$ cat config.mk
export PLATFORM = sky130hd
export DESIGN_NAME = rtcc_core
export DESIGN_NICKNAME = d
export VERILOG_FILES = /design/src/logic/rtcc_pkg.sv /design/src/logic/rtcc_core.sv
export SDC_FILE = /design/constraint.sdc
export NUM_CORES = 1
export LEC_CHECK = 0
export BUFFER_PORTS_ARGS = -buffer_cell sky130_fd_sc_hd__buf_4
export CORE_UTILIZATION = 38
export CTS_CLUSTER_DIAMETER = 100
export DETAILED_ROUTE_END_ITERATION = 12
export GPL_TIMING_DRIVEN = 0
export PLACE_DENSITY_LB_ADDON = 0.1
export SLEW_MARGIN = 20
export SYNTH_ARGS = -nofsm -noshare
export SYNTH_HDL_FRONTEND = slang
export SYNTH_SLANG_ARGS = --single-unit
$ cat constraint.sdc
create_clock -name sys_clk_i -period 6.02 [get_ports sys_clk_i]
set_input_delay 1.204 -clock sys_clk_i [delete_from_list [all_inputs] [get_ports sys_clk_i]]
set_output_delay 1.204 -clock sys_clk_i [all_outputs]
set_load 0.02 [all_outputs]
$ cat src/logic/rtcc_pkg.sv
// Package for the real-time clock count core: map, fields, constants
package rtcc_pkg;
	// Byte-wide I/O locations
	localparam logic [15:0] ADDR_SEC = 16'h00e0;
	localparam logic [15:0] ADDR_MIN = 16'h00e1;
	localparam logic [15:0] ADDR_HRS = 16'h00e2;
	localparam logic [15:0] ADDR_DOW = 16'h00e3;
	localparam logic [15:0] ADDR_DOM = 16'h00e4;
	localparam logic [15:0] ADDR_MON = 16'h00e5;
	localparam logic [15:0] ADDR_YR = 16'h00e6;
	localparam logic [15:0] ADDR_ASEC = 16'h00e8;
	localparam logic [15:0] ADDR_AMIN = 16'h00e9;
	localparam logic [15:0] ADDR_AHRS = 16'h00ea;
	localparam logic [15:0] ADDR_ADOW = 16'h00eb;
	localparam logic [15:0] ADDR_AEN = 16'h00ec;
	localparam logic [15:0] ADDR_CTRL = 16'h00ed;
	// Control register fields
	localparam int CTRL_UNLOCK = 0;
	localparam int CTRL_CLK_SEL = 1;
	localparam int CTRL_LINE60 = 2;
	localparam int CTRL_BCD = 3;
	localparam int CTRL_ALARM = 7;
	// Alarm enable fields: bit order sec, min, hrs, dow
	localparam int AEN_WIDTH = 4;
	localparam logic [3:0] AEN_RESET = 4'h0;
	// Prescaler divisors, in source edges per second
	localparam int DIV_XTAL = 32768;
	localparam logic [15:0] DIV_50HZ = 16'h0032;
	localparam logic [15:0] DIV_60HZ = 16'h003c;
	localparam logic [15:0] PRESC_RESET = 16'h0000;
	// Count limits, binary then BCD
	localparam logic [7:0] SEC_MAX_BIN = 8'h3b;
	localparam logic [7:0] SEC_MAX_BCD = 8'h59;
	localparam logic [7:0] HRS_MAX_BIN = 8'h17;
	localparam logic [7:0] HRS_MAX_BCD = 8'h23;
	localparam logic [7:0] DOW_MAX = 8'h07;
	localparam logic [7:0] MON_MAX_BIN = 8'h0c;
	localparam logic [7:0] MON_MAX_BCD = 8'h12;
	localparam logic [7:0] YR_MAX_BIN = 8'h63;
	localparam logic [7:0] YR_MAX_BCD = 8'h99;
	localparam logic [7:0] CNT_ZERO = 8'h00;
	localparam logic [7:0] CNT_ONE = 8'h01;

	// Present time counts, carried as one word
	typedef struct packed {
		logic [7:0] yr;
		logic [7:0] mon;
		logic [7:0] monthday_units_digit;
		logic [3:0] weekday_value;
		logic [7:0] hour_units_digit;
		logic [7:0] min;
		logic [7:0] sec;
	} rtcc_time_type;

	// Alarm set-points
	typedef struct packed {
		logic [3:0] weekday_value;
		logic [7:0] hour_units_digit;
		logic [7:0] min;
		logic [7:0] sec;
	} rtcc_alarm_type;
endpackage

$ cat src/logic/rtcc_core.sv
// Real-time clock timekeeping core with byte-wide I/O register access
//
// Contract
// [RULE_01] Power-up: counts undefined, alarms disabled
// [RULE_02] Software unlocks, loads time, alarms, relocks
// [RULE_03] Clearing unlock restarts the prescaler
// [RULE_04] Unlocked: counting stops, counts writable
// [RULE_05] Locked: counting runs, count writes ignored
// [RULE_06] Reset leaves the counter locked
// [RULE_07] Registers are byte-wide I/O locations
// [RULE_08] Counts survive reset untouched
// [RULE_09] BCD enable selects packed BCD or binary
// [RULE_10] Seconds run 0 to 59
// [RULE_11] Minutes run 0 to 59
// [RULE_12] Hours run 0 to 23
// [RULE_13] Weekday 1 to 7, upper nibble zero
// [RULE_14] Day of month starts at one
// [RULE_15] Per-second advance, alarm on enabled match
// [RULE_16] Month length kept, leap year only BCD
// [RULE_17] Control write resets the prescaler
// [RULE_18] Month runs 1 to 12, takes day carry
// [RULE_19] Counts wrap and carry upward
module rtcc_core #(
	parameter int XTAL_DIV = rtcc_pkg::DIV_XTAL
) (
	// Clock, reset, enable
	input wire logic sys_clk_i,
	input wire logic rst_i,
	input wire logic clk_en_i,
	// Time source pin: 32 kHz oscillator or mains
	input wire logic src_clk_i,
	// CPU I/O bus
	input wire logic [15:0] io_addr_i,
	input wire logic io_rd_i,
	input wire logic io_wr_i,
	input wire logic [7:0] io_wdata_i,
	output logic [7:0] io_rdata_o,
	// Alarm flag
	output logic alarm_o
);
	rtcc_pkg::rtcc_time_type cnt_q, cnt_d;
	rtcc_pkg::rtcc_alarm_type aset_q, aset_d;
	logic [3:0] aen_q, aen_d;
	logic unlock_q, unlock_d, clk_sel_q, clk_sel_d;
	logic line60_q, line60_d, bcd_q, bcd_d;
	logic alarm_q, alarm_d, cmp_q, cmp_d;
	logic [15:0] presc_q, presc_d;
	logic [2:0] src_q;
	logic [7:0] rdata_q, rdata_d;
	logic src_edge, sec_tick, ctrl_wr, cnt_wr, match;
	logic [15:0] div_top;

	// Wrap-or-step a count; bit 8 is the carry out
	function automatic logic [8:0] step(input logic [7:0] v,
			input logic [7:0] lo, input logic [7:0] hi, input logic bcd);
		if (v == hi)
			step = {1'b1, lo}; // [RULE_19]
		else if (bcd && v[3:0] == 4'h9)
			step = {1'b0, v[7:4] + 4'h1, 4'h0}; // [RULE_09]
		else
			step = {1'b0, v + 8'h01};
	endfunction

	// Last day of the month in the active encoding
	function automatic logic [7:0] month_end(input logic [7:0] mon,
			input logic [7:0] yr, input logic bcd);
		logic [3:0] m;
		logic leap;
		m = bcd ? (mon[7:4] != 4'h0 ? mon[3:0] + 4'ha : mon[3:0])
			: mon[3:0];
		// Leap test on a BCD year: tens parity with units digit
		leap = bcd && (yr[4] ? (yr[3:0] == 4'h2 || yr[3:0] == 4'h6)
			: (yr[3:0] == 4'h0 || yr[3:0] == 4'h4 || yr[3:0] == 4'h8));
		case (m)
			4'h2: month_end = leap ? 8'h1d : 8'h1c; // [RULE_16]
			4'h4, 4'h6, 4'h9, 4'hb: month_end = 8'h1e;
			default: month_end = 8'h1f;
		endcase
		// Binary 28..31 becomes BCD 28..31
		if (bcd)
			month_end = (month_end >= 8'h1e) ? month_end + 8'h12
				: month_end + 8'h0c;
	endfunction

	// Source pin synchroniser and rising-edge detect on stages two/three
	always_ff @(posedge sys_clk_i or posedge rst_i) begin
		if (rst_i)
			src_q <= 3'h0;
		else if (clk_en_i)
			src_q <= {src_q[1:0], src_clk_i};
	end

	// Bus decode
	assign ctrl_wr = io_wr_i && io_addr_i == rtcc_pkg::ADDR_CTRL;
	assign cnt_wr = io_wr_i && unlock_q && io_addr_i >= rtcc_pkg::ADDR_SEC
		&& io_addr_i <= rtcc_pkg::ADDR_YR; // [RULE_04]
	assign src_edge = src_q[1] && !src_q[2];
	assign div_top = !clk_sel_q ? 16'(XTAL_DIV - 1)
		: (line60_q ? rtcc_pkg::DIV_60HZ : rtcc_pkg::DIV_50HZ) - 16'h0001;
	// Ticks only while locked; unlocked holds the count still
	assign sec_tick = !unlock_q && src_edge && presc_q == div_top; // [RULE_05]
	// Every enabled alarm field must equal its count
	assign match = (!aen_q[0] || aset_q.sec == cnt_q.sec)
		&& (!aen_q[1] || aset_q.min == cnt_q.min)
		&& (!aen_q[2] || aset_q.hour_units_digit == cnt_q.hour_units_digit)
		&& (!aen_q[3] || aset_q.weekday_value == cnt_q.weekday_value);

	// Control, alarm and prescaler next state
	always_comb begin
		unlock_d = unlock_q;
		clk_sel_d = clk_sel_q;
		line60_d = line60_q;
		bcd_d = bcd_q;
		aen_d = aen_q;
		aset_d = aset_q;
		alarm_d = alarm_q;
		presc_d = presc_q;
		rdata_d = rdata_q;
		// Compare one cycle after the advance, on the new counts
		cmp_d = sec_tick || (ctrl_wr && !io_wdata_i[rtcc_pkg::CTRL_UNLOCK]);
		if (ctrl_wr) begin
			unlock_d = io_wdata_i[rtcc_pkg::CTRL_UNLOCK];
			clk_sel_d = io_wdata_i[rtcc_pkg::CTRL_CLK_SEL];
			line60_d = io_wdata_i[rtcc_pkg::CTRL_LINE60];
			bcd_d = io_wdata_i[rtcc_pkg::CTRL_BCD];
			presc_d = rtcc_pkg::PRESC_RESET; // [RULE_17] [RULE_03]
		end else if (src_edge)
			presc_d = (presc_q == div_top) ? rtcc_pkg::PRESC_RESET
				: presc_q + 16'h0001;
		if (io_wr_i) begin
			case (io_addr_i)
				rtcc_pkg::ADDR_ASEC: aset_d.sec = io_wdata_i;
				rtcc_pkg::ADDR_AMIN: aset_d.min = io_wdata_i;
				rtcc_pkg::ADDR_AHRS: aset_d.hour_units_digit = io_wdata_i;
				rtcc_pkg::ADDR_ADOW: aset_d.weekday_value = io_wdata_i[3:0];
				rtcc_pkg::ADDR_AEN: aen_d = io_wdata_i[3:0];
				default: ;
			endcase
		end
		// Reading control clears the flag, but a new match wins
		if (io_rd_i && io_addr_i == rtcc_pkg::ADDR_CTRL)
			alarm_d = 1'b0;
		if (cmp_q && match && aen_q != 4'h0)
			alarm_d = 1'b1; // [RULE_15]
		if (io_rd_i) begin
			case (io_addr_i) // [RULE_07]
				rtcc_pkg::ADDR_SEC: rdata_d = cnt_q.sec;
				rtcc_pkg::ADDR_MIN: rdata_d = cnt_q.min;
				rtcc_pkg::ADDR_HRS: rdata_d = cnt_q.hour_units_digit;
				rtcc_pkg::ADDR_DOW: rdata_d = {4'h0, cnt_q.weekday_value}; // [RULE_13]
				rtcc_pkg::ADDR_DOM: rdata_d = cnt_q.monthday_units_digit;
				rtcc_pkg::ADDR_MON: rdata_d = cnt_q.mon;
				rtcc_pkg::ADDR_YR: rdata_d = cnt_q.yr;
				rtcc_pkg::ADDR_ASEC: rdata_d = aset_q.sec;
				rtcc_pkg::ADDR_AMIN: rdata_d = aset_q.min;
				rtcc_pkg::ADDR_AHRS: rdata_d = aset_q.hour_units_digit;
				rtcc_pkg::ADDR_ADOW: rdata_d = {4'h0, aset_q.weekday_value};
				rtcc_pkg::ADDR_AEN: rdata_d = {4'h0, aen_q};
				rtcc_pkg::ADDR_CTRL: rdata_d = {alarm_q, 3'h0, bcd_q,
					line60_q, clk_sel_q, unlock_q};
				default: rdata_d = 8'h00;
			endcase
		end
	end

	// Control state; set-points keep no reset value by design
	always_ff @(posedge sys_clk_i or posedge rst_i) begin
		if (rst_i) begin
			unlock_q <= 1'b0; // [RULE_06]
			clk_sel_q <= 1'b0;
			line60_q <= 1'b0;
			bcd_q <= 1'b0;
			aen_q <= rtcc_pkg::AEN_RESET; // [RULE_01]
			alarm_q <= 1'b0;
			cmp_q <= 1'b0;
			presc_q <= rtcc_pkg::PRESC_RESET;
			rdata_q <= 8'h00;
		end else if (clk_en_i) begin
			unlock_q <= unlock_d;
			clk_sel_q <= clk_sel_d;
			line60_q <= line60_d;
			bcd_q <= bcd_d;
			aen_q <= aen_d;
			alarm_q <= alarm_d;
			cmp_q <= cmp_d;
			presc_q <= presc_d;
			rdata_q <= rdata_d;
		end
	end

	// Time count next state: CPU load when unlocked, else the carry chain
	always_comb begin
		logic [8:0] s, m, h, d, mo, y;
		logic [2:0] w;
		cnt_d = cnt_q;
		s = step(cnt_q.sec, rtcc_pkg::CNT_ZERO, bcd_q
			? rtcc_pkg::SEC_MAX_BCD : rtcc_pkg::SEC_MAX_BIN, bcd_q); // [RULE_10]
		m = step(cnt_q.min, rtcc_pkg::CNT_ZERO, bcd_q
			? rtcc_pkg::SEC_MAX_BCD : rtcc_pkg::SEC_MAX_BIN, bcd_q); // [RULE_11]
		h = step(cnt_q.hour_units_digit, rtcc_pkg::CNT_ZERO, bcd_q
			? rtcc_pkg::HRS_MAX_BCD : rtcc_pkg::HRS_MAX_BIN, bcd_q); // [RULE_12]
		d = step(cnt_q.monthday_units_digit, rtcc_pkg::CNT_ONE,
			month_end(cnt_q.mon, cnt_q.yr, bcd_q), bcd_q); // [RULE_14]
		mo = step(cnt_q.mon, rtcc_pkg::CNT_ONE, bcd_q
			? rtcc_pkg::MON_MAX_BCD : rtcc_pkg::MON_MAX_BIN, bcd_q); // [RULE_18]
		y = step(cnt_q.yr, rtcc_pkg::CNT_ZERO, bcd_q
			? rtcc_pkg::YR_MAX_BCD : rtcc_pkg::YR_MAX_BIN, bcd_q);
		w = (cnt_q.weekday_value[2:0] == rtcc_pkg::DOW_MAX[2:0]) ? 3'h1
			: cnt_q.weekday_value[2:0] + 3'h1;
		if (cnt_wr) begin
			case (io_addr_i)
				rtcc_pkg::ADDR_SEC: cnt_d.sec = io_wdata_i;
				rtcc_pkg::ADDR_MIN: cnt_d.min = io_wdata_i;
				rtcc_pkg::ADDR_HRS: cnt_d.hour_units_digit = io_wdata_i;
				rtcc_pkg::ADDR_DOW: cnt_d.weekday_value = io_wdata_i[3:0]; // [RULE_13]
				rtcc_pkg::ADDR_DOM: cnt_d.monthday_units_digit = io_wdata_i;
				rtcc_pkg::ADDR_MON: cnt_d.mon = io_wdata_i;
				default: cnt_d.yr = io_wdata_i;
			endcase
		end else if (sec_tick) begin
			cnt_d.sec = s[7:0]; // [RULE_19]
			if (s[8]) begin
				cnt_d.min = m[7:0];
				if (m[8]) begin
					cnt_d.hour_units_digit = h[7:0];
					if (h[8]) begin
						cnt_d.weekday_value = {1'b0, w};
						cnt_d.monthday_units_digit = d[7:0];
						if (d[8]) begin
							cnt_d.mon = mo[7:0];
							if (mo[8])
								cnt_d.yr = y[7:0];
						end
					end
				end
			end
		end
	end

	// Counts and set-points carry no reset: they survive a system reset
	always_ff @(posedge sys_clk_i) begin
		if (clk_en_i) begin
			cnt_q <= cnt_d; // [RULE_08]
			aset_q <= aset_d;
		end
	end

	assign io_rdata_o = rdata_q;
	assign alarm_o = alarm_q;

	chk_lock_reset: assert property (@(posedge sys_clk_i) disable iff (rst_i)
		$past(rst_i) |-> !unlock_q && aen_q == 4'h0) // [RULE_06]
		else $error("counter not locked after reset");
	chk_frozen_unlocked: assert property (@(posedge sys_clk_i)
		disable iff (rst_i) clk_en_i && unlock_q && !cnt_wr
		|=> $stable(cnt_q)) // [RULE_04]
		else $error("count moved while unlocked");
	chk_locked_readonly: assert property (@(posedge sys_clk_i)
		disable iff (rst_i) clk_en_i && !unlock_q && !sec_tick
		|=> $stable(cnt_q)) // [RULE_05]
		else $error("locked count changed without a tick");
	chk_sec_wrap: assert property (@(posedge sys_clk_i) disable iff (rst_i)
		clk_en_i && sec_tick && !bcd_q && cnt_q.sec == 8'h3b
		|=> cnt_q.sec == 8'h00 && cnt_q.min != $past(cnt_q.min)) // [RULE_10]
		else $error("seconds did not wrap and carry");
	chk_hour_wrap: assert property (@(posedge sys_clk_i) disable iff (rst_i)
		clk_en_i && sec_tick && bcd_q && cnt_q.sec == 8'h59
		&& cnt_q.min == 8'h59 && cnt_q.hour_units_digit == 8'h23
		|=> cnt_q.hour_units_digit == 8'h00 && cnt_q.min == 8'h00) // [RULE_12]
		else $error("BCD hours did not wrap at 23");
	chk_dow_upper: assert property (@(posedge sys_clk_i) disable iff (rst_i)
		clk_en_i && io_rd_i && io_addr_i == rtcc_pkg::ADDR_DOW
		|=> io_rdata_o[7:4] == 4'h0) // [RULE_13]
		else $error("weekday upper nibble not zero");
	chk_presc_clear: assert property (@(posedge sys_clk_i) disable iff (rst_i)
		clk_en_i && ctrl_wr |=> presc_q == 16'h0000) // [RULE_17]
		else $error("prescaler not reset by control write");
	chk_alarm_set: assert property (@(posedge sys_clk_i) disable iff (rst_i)
		clk_en_i && sec_tick ##1 clk_en_i && match && aen_q != 4'h0
		|=> alarm_o) // [RULE_15]
		else $error("alarm not raised on match");
endmodule

; Word-level counts from Yosys, hierarchy flattened
; Cells that the tools add are included.
[op_classes]
addsub = 18
order_cmp = 3
n_eq_ne = 47
n_mux = 46
n_reduce_logical = 65
[op_table]
columns = operator, count
row1 = "equality test 16 x 8 -> 1 bit, second input constant", 13
row2 = two-way mux 8 bit, 17
row3 = two-way mux 52 bit, 2
row4 = case mux 8 bit (13 select lines), 1
row5 = two-way mux 16 bit, 5
row6 = "adder 8 x 1 -> 8 bit, second input constant", 6
row7 = equality test 8 bit, 6
row8 = two-way mux 9 bit, 5
row9 = two-way mux 44 bit, 1
row10 = "equality test 4 bit, second input constant", 9
row11 = two-way mux 36 bit, 1
row12 = two-way mux 28 bit, 1
row13 = "adder 4 x 1 -> 4 bit, second input constant", 6
row14 = logical AND 1 bit, 21
row15 = AND reduction 3 bit, 6
row16 = "adder 16 x 1 -> 16 bit, second input constant", 1
row17 = equality test 16 bit, 1
row18 = "equality test 4 x 3 -> 1 bit, second input constant", 4
row19 = "greater-or-equal comparator 16 x 8 -> 1 bit, second input constant", 1
row20 = "less-or-equal comparator 16 x 8 -> 1 bit, second input constant", 1
row21 = two-way mux 4 bit, 4
row22 = nonzero test 2 bit, 8
row23 = "inequality test 2 x 1 -> 1 bit, second input constant", 6
row24 = AND reduction 6 bit, 2
row25 = other kinds (30), 51
[word_totals]
register_bits = 117
inputBits = 30
out_inout_bits = 9
word_cells = 200

; Longest topological paths before layout
; Gate-level depths: netlist (run 1).
[depth]
ltp_word = 18
ltp_mapped = 9
ltp_nobuf = 8

; Least setup slack after synthesis (run 1)
; No wires, ideal clock.
[synth_timing]
path_kind = input -> register
from = input port io_addr_i[8]
to = register cnt_q[44] (netlist bit) (enable)
setup_time_ps = 402
t_arrival_ps = 3561
t_required_ps = 5618
setup_slack_ps = 2057
cell_stages = 6
n_path_buf = 1
cell_sequence = nor4_1 -> nand3_1 -> clkbuf_1 -> o22ai_1 -> o21ai_1 -> a2111oi_1
[synth_via]
elab_chain_len = 5
elab_cells_between_ends = 19
classes_between = order compare (2) / eq/ne (7) / reduce/logical (10)
[synth_lines]
columns = element, line_no
row1 = from (decl), rtcc_core.sv:33  ; input wire logic [15:0] io_addr_i,
row2 = greater-or-equal comparator 16 x 8 -> 1 bit, rtcc_core.sv:95  ; assign cnt_wr = io_wr_i && unlock_q && io_addr_i >= rtcc_pkg::ADDR_SEC
row3 = logical AND 1 bit, rtcc_core.sv:95
row4 = logical AND 1 bit, rtcc_core.sv:96  ; && io_addr_i <= rtcc_pkg::ADDR_YR;
row5 = inequality test 2 bit (no source line) / nonzero test 2 bit (equally long branches), -
row6 = AND reduction 8 bit (no source line) (*), -
row7 = to (signal assigned), rtcc_core.sv:243  ; cnt_q <= cnt_d;
row8 = to (decl), rtcc_core.sv:41  ; rtcc_pkg::rtcc_time_type cnt_q, cnt_d;
; Mark *: on every way between the ends. The rest lies on a longest branch, timed or not.
; A chain may end at the register's enable or synchronous reset.

; Worst setup path in the final report (run 1)
[layout_timing]
from = input port io_addr_i[3]
to = register cnt_q[36] (netlist bit) (enable)
[layout_via]
elab_chain_len = 5
elab_cells_between_ends = 12
classes_between = order compare (2) / eq/ne (2) / reduce/logical (8)
[layout_lines]
columns = element, line_no
row1 = greater-or-equal comparator 16 x 8 -> 1 bit, rtcc_core.sv:95
row2 = logical AND 1 bit, rtcc_core.sv:95
row3 = logical AND 1 bit, rtcc_core.sv:96
row4 = inequality test 2 x 1 -> 1 bit (no source line) / nonzero test 2 bit (equally long branches), -
row5 = AND reduction 7 bit (no source line) (*), -
; Marks and branches as above.

==> metrics.cfg, run 1 <==
[layout]
drive_gt1_share_pct = 13.48
layout.nets = 880
syn_to_final_growth_pct = 16.10
instances_no_fill = 1103
n_antenna_cell = 0

[cts]
numCtsBuffers = 17
holdBufCountCts = 0
cts_setup_buffers = 0
root_buffer = clkbuf_16
clk_path_buf_depth = 2
h-tree-depth = 4
clk_latency_ps = 430
ctsResizeCount = 0
clk_pin_slew_ps = 60
cts_tree = done
clock-sinks = 117

[floorplanning]
die_x_um = 142.9
initial_core_util_pct = 38.77
dieArea_um2 = 20420
core_um2 = 19460
rows = 51
pin_count = 39
die_h_um = 142.9

[worst_hold_path]
hold_path_class = reg2reg

[critical_path]
end_kind = flip-flop
cp_slowest_cell = nor2_1
max_stage_delay_ps = 990
path_cells = buf_4, clkbuf_1, inv_1, nand4_1, nor2_1, nor2_1, a211o_1, a21oi_1
criticalPathCategory = in2reg
crit_top_cell = nor2_1
critical_path.max_fanout = 10
cp-start-kind = primary input
arrival_ps = 4480
crit_required_ps = 6070

[detailed_routing]
dr.pass1.iters = 6
routed_via_density = 6.119
drt_iter0_drc = 602
drtAntennaViolNets = 0
wl_per_cell_um = 24.10
vias = 6749
wirelength_mm = 26.59
drc = 0

[timing]
setup_viol = 0
slew_viol_final = 0
hold_viol = 0
finalClockSkew_ps = 9.129
worst_slew_pin_slew_ps = 1134
slew_headroom_pct = 24.11
hold_slack_ps = 490.4
fmax_ghz = 0.2261
rsz0062_at_grt = no
final.setup.tns_ps = 0
layout_min_cycle_time_ps = 4424
finalCritPeriodShare_pct = 73.48
fin_ws_ps = 1597

[logic_synthesis]
ys_seq_area_share_pct = 44.11
yosys.area.top_type = edfxtp_1
synth_area_leaders = edfxtp_1 (32%), dfrtp_1 (12%), xnor2_1 (5.9%), o21ai_0 (4.3%), ha_1 (4.1%)
syn_area_um2 = 7545
ys_seq_elements = 117
synth_edf_count = 80
synth_cell_type_count = 78
ys.flop_type = edfxtp_1
syn_nets = 820
synth_top_area_share_pct = 31.84
async_reset_ff_share_pct = 31.62
syn_area_per_cell_um2 = 9.862
postSynthCellCount = 765
yosysWarnings = 0

[global_routing]
grt_max_degree = 28
grt_first_pass_wirelength_mm = 40.23
grt_pass1_vias = 6560
grtUsageTotal_pct = 27.30
antenna_found_initial = 0
overflow = 0

[outcome]
status = complete, no violations

[pwr]
leakage_nw = 3.037
vdd_drop_max_mv = 0.1786
power.density_nw_per_um2 = 224.0

[placed_design]
dpl.hpwl_mm = 19.93
dp_cells = 1071
dp_slack_ps = 1329
portBuffers = 38
place.gp.congestion = 0.9406

[job]
maxCapViolations = 0

cell families (layout without fill, tap and decap cells):
family / count (synthesis) / after routing / synth area share, %
compound gates: 185 / 185 / 16.67
xor+xnor: 63 / 63 / 7.313
fa+ha+maj: 25 / 25 / 4.146
buf+inv: 61 / 134 / 3.184
flops: 117 / 117 / 44.11
mux: 14 / 14 / 2.056
simple gates: 300 / 300 / 22.52
path summary, 6_finish.rpt:
kind / from / slack, ps / end / cells after the start
max: io_addr_i[3] / 1600 / cnt_q[36] / 8
min: io_rdata_o[4] / 490 / io_rdata_o[4] / 2
max reg2reg: bcd_q / 2060 / cnt_q[36] / 8
min reg2reg: io_rdata_o[4] / 490 / io_rdata_o[4] / 2
max in group asynchronous: rst_i / 4830 / bcd_q / 3
min in group asynchronous: rst_i / 730 / aen_q[0] / 2
layout by cell type, fill, tap and decap left out, types with 6 or more instances in the layout:
| cell | count |
|---|---|
| nor4_1 | 14 |
| xnor2_1 | 51 |
| o21ai_0 | 65 |
| a22oi_1 | 10 |
| nand2b_1 | 10 |
| ha_1 | 25 |
| nand4_1 | 24 |
| buf_4 | 40 |
| nand2_1 | 65 |
| or2_2 | 8 |
| a21oi_1 | 27 |
| nand3_1 | 43 |
| nor2b_1 | 10 |
| inv_1 | 21 |
| a22o_1 | 10 |
| and3_1 | 7 |
| a221oi_1 | 7 |
| nor2_1 | 32 |
| a31oi_1 | 11 |
| xor2_1 | 12 |
| a222oi_1 | 6 |
| mux2_2 | 12 |
| clkbuf_16 | 18 |
| nand4b_1 | 7 |
| clkbuf_1 | 35 |
| nor3b_1 | 7 |
| nor3_1 | 24 |
| dfrtp_1 | 37 |
| edfxtp_1 | 80 |
| o31ai_1 | 11 |
final cells by class:
class                   instances  area (µm²)
well taps                     265       331.6
inverters                      22       82.58
flip-flops and latches        117        3328
clock inverters                 9       51.30
repair buffers                 41       315.3
clock buffers                  23       489.2
plain buffers                  39       157.7
multi-input cells             587        4004
fillers                      1860       10700
metal layers:
layer	GRT usage, %	up-vias	wire length [µm]
met5	0	-	0
met4	13.13	0	1054
li1	-	3055	-
met3	5.265	69	1814
met1	36.92	3333	11800
met2	41.77	292	11920
synth_stat cells, types with 3 or more instances:
library cell / count
and4_1: 3
nand3b_1: 4
a21oi_1: 27
xnor2_1: 51
or4_1: 4
a221oi_1: 7
or4bb_1: 3
ha_1: 25
a22o_1: 10
o21a_1: 3
nand2_1: 65
nor3_1: 26
nor4_1: 16
inv_1: 22
clkbuf_1: 32
o31ai_1: 11
nor3b_1: 7
edfxtp_1: 80
xor2_1: 12
dfrtp_1: 37
nor4b_1: 4
nor2_1: 32
nand4b_1: 7
or2_2: 8
nand3_1: 43
o211ai_1: 4
or3_1: 4
nor2b_1: 10
o21ai_0: 65
and3_1: 7
a22oi_1: 10
and2_1: 3
buf_2: 3
nand2b_1: 10
and3b_1: 3
nor4bb_1: 4
mux2_2: 12
a222oi_1: 6
a32oi_1: 3
a31oi_1: 11
nand4_1: 24
sequential cells by signal (all words and copies together), names as in the netlist:
name	cells
aset_q	28
clk_sel_q	1
cnt_q	52
io_rdata_o	8
unlock_q	1
presc_q	16
aen_q	4
line60_q	1
src_q	3
alarm_o	1
cmp_q	1
bcd_q	1
stage by stage:
step                area (µm²)  power (W)  util (%)
finish                    8760   0.001962     45.01
global route              8760   0.002023     45.01
CTS                       8760   0.001972     45.01
detailed placement        8219   0.001028     42.23
global placement          8162   0.001024     41.94
floorplan                 7545  0.0009725         -
power breakdown:
group          internal, W  switching [W]  leakage, nW
sequential        0.000872      0.0000242         1.09
clock             0.000567       0.000380        0.270
combinational    0.0000454      0.0000729         1.68
total              0.00148       0.000477         3.04
worst max-delay path: cells and delay by family:
kind | cells | cell delay (ps)
AND/OR/NAND/NOR | 3 | 1680
AO/OA/AOI/OAI | 2 | 1040
buffers and inverters | 3 | 550
(Power assumes the default switching activity.)
==> run 2: changes to the inputs <==
Clock period 6.02 ns to 4.1 ns, I/O delays scaled along.
==> metrics.cfg, run 2 (synthesis gave the netlist of run 1 again) <==
[cts]
numCtsBuffers = 17
ctsResizeCount = 0
cts_tree = done
h-tree-depth = 4
clk_pin_slew_ps = 60
holdBufCountCts = 0
clk_latency_ps = 430
cts_setup_buffers = 0
clock-sinks = 117
root_buffer = clkbuf_16
clk_path_buf_depth = 2

[layout]
largest_reg_flops = 52
regArea_um2 = 3328
reg.largest.list = cnt_q (52), aset_q (28), presc_q (16)
drive_gt1_share_pct = 13.60
fin_area_um2 = 8763
syn_to_final_growth_pct = 16.15
n_antenna_cell = 0
multi_input_comb_area_um2 = 4008
n_fill_cell = 1862
layout_common_cells = edfxtp_1 (80), nand2_1 (65), o21ai_0 (65)
top_register = cnt_q
final_common_cell = edfxtp_1
layout.nets = 880

[floorplanning]
rows = 51
die_h_um = 142.9
dieArea_um2 = 20420
core_um2 = 19460
die_x_um = 142.9
pin_count = 39
initial_core_util_pct = 38.77

[outcome]
status = complete, no violations

[critical_path]
crit_required_ps = 4150
rr_worst_depth = 8
timing.rr.start = bcd_q
reg2reg_slack_ps = 240
cp-start-kind = primary input
arrival_ps = 3940
crit_path_start = io_addr_i[3]
critical_path.max_fanout = 10
end_kind = flip-flop
criticalPathCategory = in2reg

[global_routing]
antenna_found_initial = 0
grt_first_pass_wirelength_mm = 40.23
grtUsageTotal_pct = 27.30
overflow = 0
grt_pass1_vias = 6560
grt_max_degree = 28

[worst_hold_path]
hold_path_class = in2async

[pwr]
leakage_nw = 3.037
vdd_drop_max_mv = 0.2651
power.density_nw_per_um2 = 328.8

[placed_design]
place.gp.congestion = 0.9406
portBuffers = 38
dpl_cell_area_um2 = 8219
dpl.hpwl_mm = 19.93

[detailed_routing]
vias = 6733
dr.pass1.iters = 6
wirelength_mm = 26.60
routed_via_density = 6.104
drt_iter0_drc = 586
wl_per_cell_um = 24.12
drtAntennaViolNets = 0
drc = 0

[timing]
hold_slack_ps = 341.2
slew_headroom_pct = 25.83
rsz0062_at_grt = no
finalCritPeriodShare_pct = 94.91
setup_viol = 0
slew_viol_final = 0
worst_slew_pin_slew_ps = 1108
final.setup.tns_ps = 0
layout_min_cycle_time_ps = 3891
fmax_ghz = 0.2570
hold_viol = 0
finalClockSkew_ps = 8.982

[job]
maxCapViolations = 0

## run 2: cell count changes in the layout (fill, tap and decap cells not counted)
cell	change
a21oi_1	-1
a21oi_2	+1
## run 2: routing by layer
| metal | wire [µm] | global-route usage [%] |
|---|---|---|
| met5 | 0 | 0 |
| met4 | 1048 | 13.13 |
| met3 | 1793 | 5.265 |
| met2 | 11890 | 41.77 |
| met1 | 11870 | 36.92 |
## run 2: final cells by class
cell class,instances,area share (%)
clock buffer,23,5.583
sequential,117,37.98
clock inverter,9,0.5854
tap,265,3.784
inverter,22,0.9423
multi-input combinational,587,45.73
buffer,39,1.799
timing repair buffer,41,3.598
## run 2: path summary, 6_finish.rpt
kind                                      end
worst max-delay path                 cnt_q[1]
worst min-delay path                 aen_q[0]
worst max register to register      cnt_q[48]
worst min register to register  io_rdata_o[4]
max in group asynchronous               bcd_q
min in group sys_clk_i          io_rdata_o[4]
## run 2: power breakdown
part / internal, W / switching (W) / leakage [nW]
combinational: 0.0000667 / 0.000107 / 1.68
sequential: 0.00128 / 0.0000354 / 1.09
clock: 0.000833 / 0.000559 / 0.270
total: 0.00218 / 0.000701 / 3.04
## run 2: through the flow
step / utilization, % / setup WS (ps) / power [W] / instances
2_1_floorplan: - / 521.5 / 0.001428 / 765
3_5_place_dp: 42.23 / -207.0 / 0.001510 / 1071
6_report: 45.03 / 208.6 / 0.002881 / 1103
5_1_grt: 45.03 / 43.53 / 0.002970 / 1103
4_1_cts: 45.01 / 156.5 / 0.002896 / 1103
3_3_place_gp: 41.94 / -982.7 / 0.001504 / 1068
## run 2: critical path: stages
cell and delay [ps]:
buf_4 100, clkbuf_1 390, inv_1 170, nand4_1 340, or2_2 180, clkbuf_1 500, clkbuf_1 630, a21oi_1 200
nor2_1 600
==> run 3: changes to the inputs <==
Settings changed: CORE_UTILIZATION 38 to 40.
==> metrics.cfg, run 3 (synthesis gave the netlist of run 1 again) <==
[global_routing]
antenna_found_initial = 2
grtUsageTotal_pct = 28.55
grt_max_degree = 27
overflow = 0
grt_first_pass_wirelength_mm = 40.94
grt_pass1_vias = 6595

[cts]
root_buffer = clkbuf_16
clock-sinks = 117
clk_pin_slew_ps = 50
clk_path_buf_depth = 2
holdBufCountCts = 0
ctsResizeCount = 0
numCtsBuffers = 17
cts_tree = done
h-tree-depth = 4
clk_latency_ps = 420
cts_setup_buffers = 0

[layout]
final_common_cell = edfxtp_1
drive_gt1_share_pct = 13.48
n_antenna_cell = 0
n_fill_cell = 1726
utilization_pct = 48.07
syn_to_final_growth_pct = 16.02
top_register = cnt_q
largest_reg_flops = 52
layout_common_cells = edfxtp_1 (80), nand2_1 (65), o21ai_0 (65)
layout.nets = 880
reg.largest.list = cnt_q (52), aset_q (28), presc_q (16)

[floorplanning]
die_h_um = 139.3
dieArea_um2 = 19420
initial_core_util_pct = 41.43
rows = 49
pin_count = 39
core_um2 = 18210
die_x_um = 139.3

[timing]
finalClockSkew_ps = 6.663
slew_viol_final = 0
slew_headroom_pct = 24.86
rsz0062_at_grt = no
setup_viol = 0
finalCritPeriodShare_pct = 94.55
worst_slew_pin_slew_ps = 1118
hold_viol = 0
fmax_ghz = 0.2580
layout_min_cycle_time_ps = 3877

[critical_path]
reg2reg_slack_ps = 440
crit_top_cell = clkbuf_1
cp_slowest_cell = clkbuf_1
max_stage_delay_ps = 630
timing.rr.start = bcd_q
endpoint = cnt_q[6]
crit_required_ps = 4150
criticalPathCategory = in2reg
cp-start-kind = primary input
rr_worst_depth = 8
end_kind = flip-flop
r2r_end = cnt_q[46]
arrival_ps = 3930
path_cells = buf_4, clkbuf_1, inv_1, nand4_1, or2_2, clkbuf_1, clkbuf_1, a21oi_1, nor2_1
crit_path_start = io_addr_i[3]
critical_path.max_fanout = 10

[detailed_routing]
vias = 6788
wl_per_cell_um = 25.22
dr.pass1.iters = 7
routed_via_density = 6.362
wirelength_mm = 26.91
drt_iter0_drc = 747
drtAntennaViolNets = 0
drc = 0

[worst_hold_path]
hold_path_class = in2async

[pwr]
total_power_w = 0.002961
netSwitchingFraction_pct = 23.55
power_frac_comb_pct = 5.9
clkPwrFrac_pct = 49.8
p_int_w = 0.002264
pwr-share-seq_pct = 44.4
power.density_nw_per_um2 = 338.2
vdd_drop_max_mv = 0.3000
leakage_nw = 3.053
power_switching_w = 0.0006973

[placed_design]
dpl.hpwl_mm = 20.10
place.gp.congestion = 0.9538
portBuffers = 38

[job]
maxCapViolations = 0

[outcome]
status = complete, no violations

-- run 3: per-stage QoR --
stage,instances,hold WS (ps),instance area [µm²],setup TNS [ps],setup slack [ps]
2_1_floorplan,765,460.4,7545,0,521.5
3_3_place_gp,1032,464.7,8117,-12100,-851.0
3_5_place_dp,1035,486.5,8177,-3634,-248.4
4_1_cts,1067,371.1,8750,0,186.1
5_1_grt,1067,381.0,8753,0,103.5
6_report,1067,376.4,8753,0,223.4
-- run 3: power by group through the flow --
| stage | sequential [W] | combinational, W | clock [W] |
|---|---|---|---|
| after detailed placement | 0.00134 | 0.000172 | 0 |
| after global routing | 0.00132 | 0.000191 | 0.00154 |
| after global placement | 0.00134 | 0.000168 | 0 |
| after floorplan | 0.00133 | 0.0000982 | 0 |
| final | 0.00131 | 0.000174 | 0.00147 |
| after CTS | 0.00131 | 0.000173 | 0.00149 |
-- run 3: critical path: cells and delay by family --
kind | cells | cell delay, ps
buffers and inverters | 5 | 1740
and+or+nand+nor | 3 | 1150
AOI/OAI and AO/OA | 1 | 200
-- run 3: cell type report --
cell class                      instances  area, µm²  area share [%]
Multi-Input combinational cell        587       4008           45.78
Tap cell                              229      286.5           3.273
Timing Repair Buffer                   41      317.8           3.631
Clock buffer                           24      504.2           5.760
Clock inverter                          8      68.82          0.7862
Sequential cell                       117       3328           38.02
Buffer                                 39      157.7           1.801
Inverter                               22      82.58          0.9434
-- run 3: metal layers --
layer  routed length, µm  share of wire [%]  global-route usage (%)  vias up
li1                    -                  -                       -     3047
met1               11730                 44                   39.24     3373
met2               12290                 46                   44.30      313
met3                2089                7.8                   5.712       55
met4                 802                3.0                   10.76        0
met5                   0                  0                       0        -
-- run 3: how the worst min path moves through the flow --
| stage | depth (start not counted) | endpoint | startpoint | slack [ps] |
|---|---|---|---|---|
| global placement | 1 | io_rdata_o[6] | io_rdata_o[6] | 460 |
| detailed placement | 1 | io_rdata_o[6] | io_rdata_o[6] | 490 |
| finish | 2 | io_rdata_o[6] | rst_i | 380 |
| CTS | 2 | aen_q[2] | rst_i | 370 |
| global route | 2 | io_rdata_o[6] | rst_i | 380 |
| floorplan | 1 | presc_q[15] | presc_q[15] | 460 |
